### src/common/fbsi_pkg.sv
// Package of constants and types for the fieldbus slave status indication.
// Overview of operation
// - Read own data, insert data, forward frame.
// - Last node returns frame when port open.
// - SM0/1 mailbox out/in, SM2/3 process data.
// - FMMU0 outputs, FMMU1 inputs, FMMU2 mailbox status.
// - Execute the ten listed data-link commands.
// - Mailbox: emergency, SDO request and response only.
// - Free-run, distributed clock, or SM2 event sync.
// - Clock cycle 125 us to 8 ms, 125 us steps.
// - Run indicator dark in initial state.
// - Run blinks pre-op, single flash safe-op.
// - Run indicator steady in operational state.
// - Error dark; blinks on refused state change.
// - Sync error single flash; watchdog double flash.
// - Boot error flickers; interface watchdog steady lit.
// - Link/activity: dark, steady, or flicker on traffic.
// - States advance on master request; a sync error drops op to safe-op.
package fbsi_pkg;
    // ********************************************************
    // Timing
    // ********************************************************
    localparam int CLK_HZ = 125_000_000;
    localparam int SLOW_PHASE_MS = 200;
    localparam int FAST_PHASE_MS = 50;
    localparam int TICK_MS = 50;
    localparam int TICK_CYCLES = CLK_HZ / 1000 * TICK_MS;
    localparam int SLOW_TICKS = SLOW_PHASE_MS / TICK_MS;
    localparam int FAST_TICKS = FAST_PHASE_MS / TICK_MS;
    // Single flash: one phase on, then five phases dark.
    localparam int SINGLE_LEN = 6;
    // Double flash: on, off, on, then five phases dark.
    localparam int DOUBLE_LEN = 8;
    localparam int DC_STEP_US = 125;
    localparam int DC_MAX_US = 8000;

    // ********************************************************
    // Types
    // ********************************************************
    typedef enum logic [1:0] {
        FBSI_ST_INIT = 2'b00,
        FBSI_ST_PREOP = 2'b01,
        FBSI_ST_SAFEOP = 2'b10,
        FBSI_ST_OP = 2'b11
    } fbsi_state_t;

    typedef enum logic [2:0] {
        FBSI_PAT_OFF = 3'b000,
        FBSI_PAT_ON = 3'b001,
        FBSI_PAT_BLINK = 3'b010,
        FBSI_PAT_SINGLE = 3'b011,
        FBSI_PAT_DOUBLE = 3'b100,
        FBSI_PAT_FLICKER = 3'b101
    } fbsi_pat_t;

    typedef struct packed {
        logic refused;
        logic sync_err;
        logic sm_wdog;
        logic boot_err;
        logic pdi_wdog;
    } fbsi_err_t;

    // Byte of a passing frame with its last-byte flag.
    typedef struct packed {
        logic [7:0] data;
        logic last;
    } fbsi_word_t;
endpackage : fbsi_pkg

### src/fbsi_pattern.sv
// Indicator pattern generator for one lamp.
`timescale 1ns/1ps
module fbsi_pattern (
    // Clock and reset
    input wire logic clk,
    input wire logic rst,
    // Timing and selection
    input wire logic tick,
    input wire fbsi_pkg::fbsi_pat_t pat,
    // Lamp
    output logic lamp
);
    import fbsi_pkg::*;

    fbsi_pat_t pat_q;
    logic [3:0] phase_q;
    logic [3:0] sub_q;
    logic [3:0] len;
    logic [3:0] step;

    always_comb begin
        len = 4'h2;
        step = 4'(SLOW_TICKS);
        unique case (pat)
            FBSI_PAT_SINGLE: len = 4'(SINGLE_LEN);
            FBSI_PAT_DOUBLE: len = 4'(DOUBLE_LEN);
            FBSI_PAT_FLICKER: step = 4'(FAST_TICKS);
            default: len = 4'h2;
        endcase
    end

    // A change of pattern restarts at the first lit phase.
    always_ff @(posedge clk or posedge rst) begin
        if (rst) begin
            pat_q <= FBSI_PAT_OFF;
            phase_q <= 4'h0;
            sub_q <= 4'h0;
        end else if (pat != pat_q) begin
            pat_q <= pat;
            phase_q <= 4'h0;
            sub_q <= 4'h0;
        end else if (tick) begin
            if (sub_q == step - 4'h1) begin
                sub_q <= 4'h0;
                phase_q <= (phase_q == len - 4'h1) ? 4'h0 : phase_q + 4'h1;
            end else begin
                sub_q <= sub_q + 4'h1;
            end
        end
    end

    always_ff @(posedge clk or posedge rst) begin
        if (rst) begin
            lamp <= 1'b0;
        end else begin
            unique case (pat_q)
                FBSI_PAT_OFF: lamp <= 1'b0;
                FBSI_PAT_ON: lamp <= 1'b1;
                FBSI_PAT_BLINK, FBSI_PAT_FLICKER: lamp <= ~phase_q[0];
                FBSI_PAT_SINGLE: lamp <= (phase_q == 4'h0);
                FBSI_PAT_DOUBLE: lamp <= (phase_q == 4'h0) ||
                                         (phase_q == 4'h2);
                default: lamp <= 1'b0;
            endcase
        end
    end
endmodule : fbsi_pattern

### src/fbsi_top.sv
// Frame pass-through, state tracking and status lamps of the slave.
`timescale 1ns/1ps
module fbsi_top #(
    parameter int TICK_CYCLES_P = fbsi_pkg::TICK_CYCLES
) (
    // Clock and reset
    input wire logic SYS_CLK,
    input wire logic RST,
    // Upstream frame bytes
    input wire fbsi_pkg::fbsi_word_t RX_WORD,
    input wire logic RX_VALID,
    output logic RX_READY,
    // Downstream frame bytes
    output fbsi_pkg::fbsi_word_t TX_WORD,
    output logic TX_VALID,
    input wire logic TX_READY,
    // Return path when the outgoing port is open
    output fbsi_pkg::fbsi_word_t RET_WORD,
    output logic RET_VALID,
    input wire logic RET_READY,
    // Bytes addressed to this slave and bytes it inserts
    input wire logic ADDR_HIT,
    input wire logic [7:0] INSERT_DATA,
    input wire logic INSERT_EN,
    output logic [7:0] READ_DATA,
    output logic READ_STB,
    // Command and mailbox service codes
    input wire logic [7:0] CMD_CODE,
    output logic CMD_OK,
    input wire logic [3:0] MBX_SERVICE,
    output logic MBX_OK,
    // Sync manager and mapping unit roles
    output logic [1:0] SM_ROLE [4],
    output logic [1:0] FMMU_ROLE [3],
    // Synchronisation configuration
    input wire logic [1:0] SYNC_MODE_REQ,
    input wire logic [15:0] DC_CYCLE_US,
    output logic [1:0] SYNC_MODE,
    output logic DC_CYCLE_BAD,
    // Communication state and errors
    input wire fbsi_pkg::fbsi_state_t STATE_REQ,
    input wire logic STATE_REQ_STB,
    input wire fbsi_pkg::fbsi_err_t ERR_IN,
    input wire logic ERR_CLEAR,
    output fbsi_pkg::fbsi_state_t STATE,
    output logic OUT_PD_EN,
    output logic IN_PD_EN,
    // Port pins
    input wire logic [1:0] LINK_PIN,
    input wire logic [1:0] ACT_PIN,
    // Lamps
    output logic RUN_LED,
    output logic ERR_LED,
    output logic [1:0] LINK_LED
);
    import fbsi_pkg::*;

    // ********************************************************
    // Roles of sync managers and mapping units
    // ********************************************************
    // Role codes: 0 mailbox out, 1 mailbox in, 2 pd out, 3 pd in.
    always_comb begin
        for (int i = 0; i < 4; i++) begin
            SM_ROLE[i] = 2'(i);
        end
    end
    // Mapping roles: 0 pd out area, 1 pd in area, 2 mailbox status.
    always_comb begin
        for (int i = 0; i < 3; i++) begin
            FMMU_ROLE[i] = 2'(i);
        end
    end

    // ********************************************************
    // Command and mailbox acceptance
    // ********************************************************
    function automatic logic cmd_known(input logic [7:0] c);
        // Codes of APRD..FRMW families; NOP and RW variants refused.
        unique case (c)
            8'h01, 8'h02, 8'h04, 8'h05, 8'h07, 8'h08,
            8'h0a, 8'h0b, 8'h0d, 8'h0e: cmd_known = 1'b1;
            default: cmd_known = 1'b0;
        endcase
    endfunction : cmd_known

    assign CMD_OK = cmd_known(CMD_CODE);
    // Services 1 emergency, 2 SDO request, 3 SDO response.
    assign MBX_OK = (MBX_SERVICE >= 4'h1) &&
                    (MBX_SERVICE <= 4'h3);

    // ********************************************************
    // Pin synchronisers
    // ********************************************************
    // Only the second stage is read, so no logic sees a pin that may
    // still be settling.
    logic [3:0] pin_s1_q;
    logic [3:0] pin_s2_q;
    always_ff @(posedge SYS_CLK or posedge RST) begin
        if (RST) begin
            pin_s1_q <= 4'h0;
            pin_s2_q <= 4'h0;
        end else begin
            pin_s1_q <= {ACT_PIN, LINK_PIN};
            pin_s2_q <= pin_s1_q;
        end
    end

    // ********************************************************
    // Frame path
    // ********************************************************
    // Bytes pass through the buffer, addressed ones replaced by INSERT_DATA when INSERT_EN; only a pipeline stage of
    // delay is added, and the buffer keeps a stall from dropping bytes.
    fbsi_word_t fwd_word;
    logic fwd_valid;
    logic fwd_ready;
    logic port_open;
    logic rd_stb_q;
    logic [7:0] rd_data_q;

    assign port_open = ~pin_s2_q[1];
    always_comb begin
        fwd_word = RX_WORD;
        if (ADDR_HIT && INSERT_EN) begin
            fwd_word.data = INSERT_DATA;
        end
    end
    assign fwd_valid = RX_VALID;
    assign RX_READY = fwd_ready;

    // The strobe stands in the cycle after an addressed byte was taken,
    // and the data register shows that byte in the same cycle.

    always_ff @(posedge SYS_CLK or posedge RST) begin
        if (RST) begin
            rd_stb_q <= 1'b0;
            rd_data_q <= 8'h00;
        end else begin
            rd_stb_q <= RX_VALID && fwd_ready && ADDR_HIT;
            rd_data_q <= RX_WORD.data;
        end
    end
    assign READ_STB = rd_stb_q;
    assign READ_DATA = rd_data_q;

    // Two-entry buffer. Outputs come straight from the entry registers,
    // so a stalled word stands unchanged until it is taken.
    fbsi_word_t buf_q [2];
    logic [1:0] cnt_q;
    logic rd_ptr_q;
    logic wr_ptr_q;
    logic out_ready;
    logic push;
    logic pop;

    assign fwd_ready = (cnt_q != 2'h2);
    assign push = fwd_valid && fwd_ready;
    // Last node sends the frame back on the return path.
    assign out_ready = port_open ? RET_READY : TX_READY;
    assign pop = (cnt_q != 2'h0) && out_ready;

    always_ff @(posedge SYS_CLK or posedge RST) begin
        if (RST) begin
            cnt_q <= 2'h0;
            rd_ptr_q <= 1'b0;
            wr_ptr_q <= 1'b0;
            buf_q[0] <= '0;
            buf_q[1] <= '0;
        end else begin
            if (push) begin
                buf_q[wr_ptr_q] <= fwd_word;
                wr_ptr_q <= ~wr_ptr_q;
            end
            if (pop) begin
                rd_ptr_q <= ~rd_ptr_q;
            end
            cnt_q <= cnt_q + 2'(push) - 2'(pop);
        end
    end

    assign TX_WORD = buf_q[rd_ptr_q];
    assign RET_WORD = buf_q[rd_ptr_q];
    assign TX_VALID = (cnt_q != 2'h0) && !port_open;
    assign RET_VALID = (cnt_q != 2'h0) && port_open;

    // ********************************************************
    // Synchronisation mode and cycle check
    // ********************************************************
    logic [1:0] sync_mode_q;
    logic dc_bad;
    always_comb begin
        dc_bad = (DC_CYCLE_US < 16'(DC_STEP_US)) ||
                 (DC_CYCLE_US > 16'(DC_MAX_US)) ||
                 ((DC_CYCLE_US % 16'(DC_STEP_US)) != 16'h0000);
    end
    // A DC request with an illegal cycle, or the unused mode 3, is
    // ignored: the slave keeps its last mode; a cycle that turns illegal
    // while already in DC mode only raises DC_CYCLE_BAD.
    logic mode_take;
    assign mode_take = (SYNC_MODE_REQ != 2'h3) &&
                       !(SYNC_MODE_REQ == 2'h1 && dc_bad);
    // Mode 0 free run, 1 distributed clock, 2 SM2 event.
    always_ff @(posedge SYS_CLK or posedge RST) begin
        if (RST) begin
            sync_mode_q <= 2'h0;
        end else if (mode_take) begin
            sync_mode_q <= SYNC_MODE_REQ;
        end
    end
    assign SYNC_MODE = sync_mode_q;
    // The flag only matters in DC mode; other modes ignore the cycle.
    assign DC_CYCLE_BAD = (sync_mode_q == 2'h1) && dc_bad;

    // ********************************************************
    // Communication state
    // ********************************************************
    // A sync error in operational state outranks a request: outputs must stop at once rather
    // than follow a command that is already stale.
    fbsi_state_t state_q;
    always_ff @(posedge SYS_CLK or posedge RST) begin
        if (RST) begin
            state_q <= FBSI_ST_INIT;
        end else if (ERR_IN.sync_err && state_q == FBSI_ST_OP) begin
            state_q <= FBSI_ST_SAFEOP;
        end else if (STATE_REQ_STB && !ERR_IN.refused) begin
            state_q <= STATE_REQ;
        end
    end
    assign STATE = state_q;
    // Safe-operational passes inputs only; outputs wait for operational.
    assign IN_PD_EN = (state_q == FBSI_ST_SAFEOP) ||
                      (state_q == FBSI_ST_OP);
    assign OUT_PD_EN = (state_q == FBSI_ST_OP);

    // ********************************************************
    // Sticky error flags
    // ********************************************************
    // A clear loads the present inputs, so an error that recurs in the
    // clearing cycle survives it and no event is lost.
    fbsi_err_t err_q;
    always_ff @(posedge SYS_CLK or posedge RST) begin
        if (RST) begin
            err_q <= '0;
        end else if (ERR_CLEAR) begin
            err_q <= ERR_IN;
        end else begin
            err_q <= err_q | ERR_IN;
        end
    end

    // ********************************************************
    // Tick and lamps
    // ********************************************************
    // One shared tick keeps all lamps in step and builds the divider
    // once; each generator counts ticks into phases itself.
    logic [31:0] tick_cnt_q;
    logic tick_q;
    always_ff @(posedge SYS_CLK or posedge RST) begin
        if (RST) begin
            tick_cnt_q <= 32'h0;
            tick_q <= 1'b0;
        end else if (tick_cnt_q == 32'(TICK_CYCLES_P - 1)) begin
            tick_cnt_q <= 32'h0;
            tick_q <= 1'b1;
        end else begin
            tick_cnt_q <= tick_cnt_q + 32'h1;
            tick_q <= 1'b0;
        end
    end

    fbsi_pat_t run_pat;
    fbsi_pat_t err_pat;
    fbsi_pat_t link_pat [2];

    always_comb begin
        unique case (state_q)
            FBSI_ST_INIT: run_pat = FBSI_PAT_OFF;
            FBSI_ST_PREOP: run_pat = FBSI_PAT_BLINK;
            FBSI_ST_SAFEOP: run_pat = FBSI_PAT_SINGLE;
            FBSI_ST_OP: run_pat = FBSI_PAT_ON;
        endcase
    end

    // Worst error wins the single lamp.
    always_comb begin
        if (err_q.pdi_wdog) begin
            err_pat = FBSI_PAT_ON;
        end else if (err_q.boot_err) begin
            err_pat = FBSI_PAT_FLICKER;
        end else if (err_q.sm_wdog) begin
            err_pat = FBSI_PAT_DOUBLE;
        end else if (err_q.sync_err) begin
            err_pat = FBSI_PAT_SINGLE;
        end else if (err_q.refused) begin
            err_pat = FBSI_PAT_BLINK;
        end else begin
            err_pat = FBSI_PAT_OFF;
        end
    end

    always_comb begin
        for (int i = 0; i < 2; i++) begin
            // A lost link outranks activity, as no traffic passes then.
            if (!pin_s2_q[i]) begin
                link_pat[i] = FBSI_PAT_OFF;
            end else if (pin_s2_q[2 + i]) begin
                link_pat[i] = FBSI_PAT_FLICKER;
            end else begin
                link_pat[i] = FBSI_PAT_ON;
            end
        end
    end

    fbsi_pattern u_run (
        .clk(SYS_CLK),
        .rst(RST),
        .tick(tick_q),
        .pat(run_pat),
        .lamp(RUN_LED)
    );

    fbsi_pattern u_err (
        .clk(SYS_CLK),
        .rst(RST),
        .tick(tick_q),
        .pat(err_pat),
        .lamp(ERR_LED)
    );

    for (genvar g = 0; g < 2; g++) begin : g_link
        fbsi_pattern u_link (
            .clk(SYS_CLK),
            .rst(RST),
            .tick(tick_q),
            .pat(link_pat[g]),
            .lamp(LINK_LED[g])
        );
    end
endmodule : fbsi_top

### config.mk
export PLATFORM = sky130hd
export DESIGN_NAME = fbsi_top
export DESIGN_NICKNAME = d
export VERILOG_FILES = /design/src/common/fbsi_pkg.sv /design/src/fbsi_pattern.sv /design/src/fbsi_top.sv
export SDC_FILE = /design/constraint.sdc
export NUM_CORES = 1
export LEC_CHECK = 0
export ABC_AREA = 1
export BUFFER_PORTS_ARGS = -buffer_cell sky130_fd_sc_hd__buf_2
export CAP_MARGIN = 10
export CORE_ASPECT_RATIO = 2
export CORE_MARGIN = 2
export CORE_UTILIZATION = 63
export DETAILED_ROUTE_END_ITERATION = 12
export PLACE_DENSITY = 0.95
export SYNTH_ARGS = -nofsm -noshare
export SYNTH_HDL_FRONTEND = slang
export SYNTH_SLANG_ARGS = --single-unit
export TNS_END_PERCENT = 50
### constraint.sdc
create_clock -name SYS_CLK -period 16.5 [get_ports SYS_CLK]
set_input_delay 2.475 -clock SYS_CLK [delete_from_list [all_inputs] [get_ports SYS_CLK]]
set_output_delay 2.475 -clock SYS_CLK [all_outputs]
set_load 0.03 [all_outputs]
==> results.sh, run 1 <==
export IMPL_grt_max_degree=79
export IMPL_cts_root_buf="clkbuf_16"
export IMPL_vias=8240
export IMPL_critPathBufInv=7
export IMPL_dieArea_sq_um=14900
export IMPL_startpoint_type="input pin"
export IMPL_initial_utilization_pct=63.8
export IMPL_synth_async_reset_ratio_pct=100
export IMPL_synth_top_area_cell="dfrtp_1"
export IMPL_cap_violations=0
export IMPL_cp_arrival_ns=8.84
export IMPL_cts_hold_buf=0
export IMPL_ys_types=51
export IMPL_total_leakage_power_nw=5.36
export IMPL_status="completed"
export IMPL_die_w_microns=87.4
export IMPL_hp_class="reg2reg"
export IMPL_synth_edf_count=0
export IMPL_crit_path_top_delay_cell="o22ai_1"
export IMPL_cts_buffer_depth=2
export IMPL_finalMaxSlewViolations=0
export IMPL_synth_main_ff_cell="dfrtp_1"
export IMPL_placed_area_sq_um=9360
export IMPL_io_buffers=109
export IMPL_dp_hpwl_microns=14500
export IMPL_cts_buffers=17
export IMPL_routed_via_density=5.60
export IMPL_grtUsageTotal_pct=28.6
export IMPL_drc_errors=0
export IMPL_drive_gt1_share_pct=20.5
export IMPL_die_height_microns=171
export IMPL_max_freq_ghz=0.0884
export IMPL_wl_per_cell_microns=14.1
export IMPL_tns_ns=0
export IMPL_cp_top_family="simple AND/OR/NAND/NOR gates"
export IMPL_ir_worst_vdd_v=0.000184
export IMPL_finalHoldViolations=0
export IMPL_cts_sinks=126
export IMPL_synth_top_area_share_pct=36.0
export IMPL_syn_inst=1192
export IMPL_clock_latency_ns=0.43
export IMPL_yosysSeqAreaShare_pct=36.0
export IMPL_cts_setup_buffers=0
export IMPL_worstPathRequired_ns=14.03
export IMPL_avgSynthCellArea_sq_um=7.35
export IMPL_drt_iter0_markers=552
export IMPL_synth_area_leaders="dfrtp_1 (36%), nand2_1 (9.5%), inv_1 (8.2%)"
export IMPL_post_cts_resized=0
export IMPL_gp_congestion=0.945
export IMPL_dp_cells=1440
export IMPL_relSlewSlack_pct=27.8
export IMPL_syn_to_final_growth_pct=13.7
export IMPL_ant_nets=0
export IMPL_setup_viol=0
export IMPL_skew_ns=0.00659
export IMPL_critPathCaptureType="output port"
export IMPL_final_cells=1472
export IMPL_core_area_sq_um=13700
export IMPL_cts_max_level=4
export IMPL_synth_seq_cells=126
export IMPL_cts_tree="built"
export IMPL_power_density_nw_per_um2=162
export IMPL_overflow=0
export IMPL_period_needed_ns=11.31
export IMPL_fin_ws_ns=5.19
export IMPL_grt_pass1_wl_microns=34900
export IMPL_drt_pass1_iter_count=6
export IMPL_num_rows=61
export IMPL_antenna_found_initial=0
export IMPL_max_stage_delay_ns=0.23
export IMPL_nets=1396
export IMPL_fin_area_sq_um=9970
export IMPL_post_place_ws_ns=5.27
export IMPL_critical_path_max_fanout=9
export IMPL_wl_microns=20700
export IMPL_rrSetupSlack_ns=13.07
export IMPL_utilization_pct=72.6
export IMPL_fin_crit_sh_pct=68.6
export IMPL_grt_pass1_vias=7977
export IMPL_antenna_cells_inserted=0
export IMPL_crit_type="in2out"
export IMPL_cts_reportedPaths_clkPinSlew_ns=0.05
export IMPL_rsz0062_at_grt="no"
export IMPL_io_pins=124
export IMPL_cpMostUsedCell="nand2_1"
export IMPL_tightestPinTransition_ns=1.08
export IMPL_yosys_warnings=0
export IMPL_netlist_area_sq_um=8770
## power by group
group          leakage, nW  total (mW)  switching [mW]  internal, mW
clock                0.299       0.386           0.138         0.248
combinational         3.45       0.834           0.576         0.258
sequential            1.61       0.390          0.0354         0.355
## Yosys cell counts (2+ instances only)
library cell,count
nand3_1,88
xnor2_1,3
and3_1,3
inv_2,20
a2111oi_0,3
mux2_2,17
a311oi_1,2
nand3_4,3
nand2_1,223
a21oi_2,7
nand2_2,31
o21bai_1,7
and2_1,3
inv_1,192
o21ai_1,14
o21bai_4,3
nand3_2,10
nand4_1,24
nor2_1,114
nor4_1,11
clkinv_1,3
clkbuf_1,7
xor2_1,32
nand4_2,3
a21o_1,2
dfrtp_1,126
a211oi_1,2
o211ai_1,4
o21ai_0,66
nor2_2,17
conb_1,2
a21oi_1,36
o21ai_2,3
nand3b_1,6
buf_4,25
nand2_4,8
nor3_1,26
o31ai_1,2
a31oi_1,6
ha_1,27
## worst paths after layout
check	from	endpoint	cells after the start
setup / recovery	DC_CYCLE_US[10]	DC_CYCLE_BAD	59
hold / removal	pin_s1_q[2]	pin_s2_q[2]	0
setup reg to reg	tick_cnt_q[0]	tick_cnt_q[31]	19
hold reg to reg	pin_s1_q[2]	pin_s2_q[2]	0
max in group asynchronous	RST	tick_cnt_q[9]	3
min in group asynchronous	RST	u_run.pat_q[0]	2
## metrics by stage
step	total power [mW]	hold WS (ns)
6_report	1.61	0.353
5_1_grt	1.73	0.360
4_1_cts	1.60	0.356
3_5_place_dp	1.21	0.346
3_3_place_gp	1.16	0.344
2_1_floorplan	1.06	0.331
## placed cells by master, fill, tap and decap left out, types with 24 or more instances in the layout
master and instances:
nand2_2 31, inv_1 191, nand3_1 88, nor2_1 114, nand4_1 24, xor2_1 32
dfrtp_1 126, ha_1 27, nand2_1 223, nor3_1 26, o21ai_0 66, buf_2 109
a21oi_1 36
## flip-flops by register name (all words and copies together) (netlist names), 3 cells and up
signal,flops
err_q,5
pin_s1_q,4
g_link.u_link.phase_q,8
u_run.sub_q,4
tick_cnt_q,32
u_err.pat_q,3
READ_DATA,8
buf_q,18
g_link.u_link.pat_q,4
g_link.u_link.sub_q,8
u_err.sub_q,4
pin_s2_q,4
u_run.phase_q,4
u_err.phase_q,4
## kinds of logic (layout without fill, tap and decap cells)
group	Yosys count	count (layout)	synth area share [%]
AND/OR/NAND/NOR	573	573	31.3
buffers and inverters	247	358	11.6
AO/OA/AOI/OAI	165	165	11.5
flip-flops	126	126	36.0
XOR/XNOR	35	35	3.50
adder cells (fa/ha/maj)	27	27	3.85
multiplexers	17	17	2.18
other	2	14	0.0857
## layout make-up
class | instances | area [sq um]
inverter | 215 | 810
tap | 157 | 196
sequential | 126 | 3150
fill | 996 | 3770
clock buffer | 21 | 470
clock inverter | 11 | 139
timing repair buffer | 111 | 561
multi-input combinational | 831 | 4640
## layer usage
layer | GRT usage [%] | wire, microns | vias up
li1 | - | - | 4019
met1 | 35.3 | 8350 | 3860
met2 | 48.4 | 10700 | 300
met3 | 5.26 | 1090 | 61
met4 | 11.8 | 603 | 0
met5 | 0 | 0 | -
## worst reg2reg max path, cell delays in order, from the launching register on
cell and delay (ns):
dfrtp_1 0.38, nand3_1 0.12, nor2_1 0.17, nand3_1 0.14, nor2_1 0.12, inv_1 0.07, nor2_1 0.20, nand4_1 0.19
nor2_1 0.18, nand3_1 0.17, nor3_1 0.34, nand3_1 0.19, nor3_1 0.22, nand2_1 0.12, nor2_1 0.11, inv_1 0.07
nor2_1 0.20, nand4_1 0.13, xor2_1 0.15, inv_1 0.05
No activity file was read; power rests on OpenSTA's default activity.
==> run 2: changes to the inputs <==
- ABC_AREA: 1 -> 0
- CORE_UTILIZATION: 63 -> 59
- PLACE_DENSITY: 0.95 -> 0.93
- clock period: 16.5 -> 11.2 ns (I/O delays scaled with it)
==> results.sh, run 2 <==
export IMPL_cap_violations=0
export IMPL_avgSynthCellArea_sq_um=9.21
export IMPL_worstPathRequired_ns=9.52
export IMPL_period_needed_ns=10.65
export IMPL_layout_common_cells="dfrtp_1 (126), buf_2 (109), nor2_1 (97)"
export IMPL_num_rows=64
export IMPL_antenna_cells_inserted=0
export IMPL_post_cts_resized=0
export IMPL_largest_register="tick_cnt_q"
export IMPL_dieArea_sq_um=16300
export IMPL_die_w_microns=91.4
export IMPL_overflow=0
export IMPL_cts_root_buf="clkbuf_16"
export IMPL_synth_edf_count=0
export IMPL_finalHoldViolations=0
export IMPL_startpoint_type="input pin"
export IMPL_routed_via_density=6.39
export IMPL_vias=8162
export IMPL_antenna_found_initial=0
export IMPL_critPathCaptureType="output port"
export IMPL_finalMaxSlewViolations=0
export IMPL_clock_latency_ns=0.42
export IMPL_synth_main_ff_cell="dfrtp_1"
export IMPL_filler_cell_count=1118
export IMPL_cts_reportedPaths_clkPinSlew_ns=0.05
export IMPL_cts_buffers=17
export IMPL_ys_top_cells_by_count="dfrtp_1 (126), nor2_1 (97), nand2_1 (72)"
export IMPL_grt_max_degree=67
export IMPL_grtUsageTotal_pct=27.4
export IMPL_cts_buffer_depth=2
export IMPL_netlist_area_sq_um=9010
export IMPL_grt_pass1_vias=7891
export IMPL_tightestPinTransition_ns=0.787
export IMPL_synth_async_reset_ratio_pct=100
export IMPL_synth_most_common_cell="dfrtp_1"
export IMPL_ys_types=108
export IMPL_io_pins=124
export IMPL_dp_hpwl_microns=15400
export IMPL_rsz0062_at_grt="no"
export IMPL_drt_iter0_markers=830
export IMPL_max_freq_ghz=0.0939
export IMPL_max_stage_delay_ns=0.63
export IMPL_drt_pass1_iter_count=5
export IMPL_setup_viol=0
export IMPL_cp_top_family="compound AO/OA/AOI/OAI gates"
export IMPL_hp_class="reg2reg"
export IMPL_cts_max_level=4
export IMPL_synth_area_leaders="dfrtp_1 (35%), nor2_1 (4.0%), ha_1 (3.7%)"
export IMPL_largest_reg_flops=32
export IMPL_crit_type="in2out"
export IMPL_critical_path_max_fanout=14
export IMPL_cts_setup_buffers=0
export IMPL_drc_errors=0
export IMPL_total_leakage_power_nw=4.48
export IMPL_wl_microns=22600
export IMPL_skew_ns=0.00904
export IMPL_tns_ns=0
export IMPL_relSlewSlack_pct=47.5
export IMPL_gp_congestion=0.923
export IMPL_synth_seq_cells=126
export IMPL_finalPower_mw=2.03
export IMPL_cp_arrival_ns=8.97
export IMPL_die_height_microns=179
export IMPL_drive_gt1_share_pct=20.8
export IMPL_crit_path_top_delay_cell="a2111oi_2"
export IMPL_status="completed"
export IMPL_cts_sinks=126
export IMPL_core_area_sq_um=15100
export IMPL_initial_utilization_pct=59.6
export IMPL_fin_crit_sh_pct=95.1
export IMPL_yosys_warnings=0
export IMPL_io_buffers=109
export IMPL_critPathBufInv=4
export IMPL_ant_nets=0
export IMPL_reg_largest_list="tick_cnt_q (32), buf_q (18)"
export IMPL_syn_to_final_growth_pct=12.1
export IMPL_synth_top_area_cell="dfrtp_1"
export IMPL_grt_pass1_wl_microns=37200
export IMPL_layout_commonest_cell="dfrtp_1"
export IMPL_cts_hold_buf=0
export IMPL_wl_per_cell_microns=17.7
export IMPL_power_density_nw_per_um2=201
export IMPL_ir_worst_vdd_v=0.000145
export IMPL_yosysSeqAreaShare_pct=35.0
export IMPL_cts_tree="built"
export IMPL_nets=1162
export IMPL_synth_top_area_share_pct=35.0
export IMPL_syn_inst=979
## run 2: cell count changes after synthesis, moves of 22 or more
cell | before | now
inv_1 | 192 | 41
nand2_1 | 223 | 72
nand3_1 | 88 | 33
xnor2_1 | 3 | 38
nand2_2 | 31 | 1
o21ai_0 | 66 | 38
a21oi_1 | 36 | 60
mux2i_1 | 0 | 22
## run 2: cell families after synthesis
family	synth area share [%]
and+or+nand+nor	20.5
AOI/OAI and AO/OA	22.3
DFF	35.0
buffers and inverters	5.54
xor gates and xnor gates	7.62
muxes	5.01
adders and majority gates	3.97
other	0.0833
## run 2: final timing paths
check / start / endpoint / slack, ns / depth (start not counted)
hold reg to reg: pin_s1_q[1] / pin_s2_q[1] / 0.35 / 0
setup / recovery: DC_CYCLE_US[11] / DC_CYCLE_BAD / 0.55 / 27
min in group asynchronous: RST / cnt_q[1] / 1.42 / 2
setup reg to reg: tick_cnt_q[0] / tick_cnt_q[28] / 8.72 / 8
max in group asynchronous: RST / pin_s1_q[3] / 8.55 / 3
hold / removal: pin_s1_q[1] / pin_s2_q[1] / 0.35 / 0
## run 2: through the flow
stage                     hold slack, ns  setup WS (ns)  cell area (sq um)  utilization (%)  std cells
final                              0.347          0.553              10100             66.8       1277
after global placement             0.332          0.942               9530             63.0       1246
after CTS                          0.348          0.634              10100             66.7       1276
after global routing               0.357         0.0134              10100             66.8       1277
after detailed placement           0.336          0.656               9530             63.0       1246
after floorplan                    0.331           1.57               9060                -        991
## run 2: cell type report
| class | count | area (sq um) | area share [%] |
|---|---|---|---|
| inverters | 42 | 160 | 1.58 |
| repair buffers | 112 | 568 | 5.62 |
| clock buffers | 24 | 512 | 5.06 |
| multi-input cells | 769 | 5410 | 53.5 |
| flip-flops and latches | 126 | 3150 | 31.2 |
| clock inverters | 6 | 57.6 | 0.570 |
| well taps | 198 | 248 | 2.45 |
## run 2: where the power goes
part	switching [mW]	internal (mW)	total [mW]
registers	0.0479	0.514	0.562
logic	0.609	0.331	0.940
clock network	0.191	0.336	0.527
total	0.848	1.18	2.03
## run 2: worst reg2reg max path: stages, from the launching register on
cell,delay (ns)
dfrtp_1,0.41
ha_1,0.21
and3_1,0.26
nand3_1,0.20
nor2_1,0.36
and4_1,0.41
and3_1,0.26
nand2_1,0.11
xnor2_1,0.14
## run 2: layer usage
| layer | GRT usage (%) | up-vias | part of all wire, % |
|---|---|---|---|
| met5 | 0 | - | 0 |
| met2 | 45.6 | 381 | 51 |
| met3 | 4.88 | 73 | 5.7 |
| li1 | - | 3751 | - |
| met1 | 35.6 | 3957 | 41 |
| met4 | 10.4 | 0 | 3.0 |
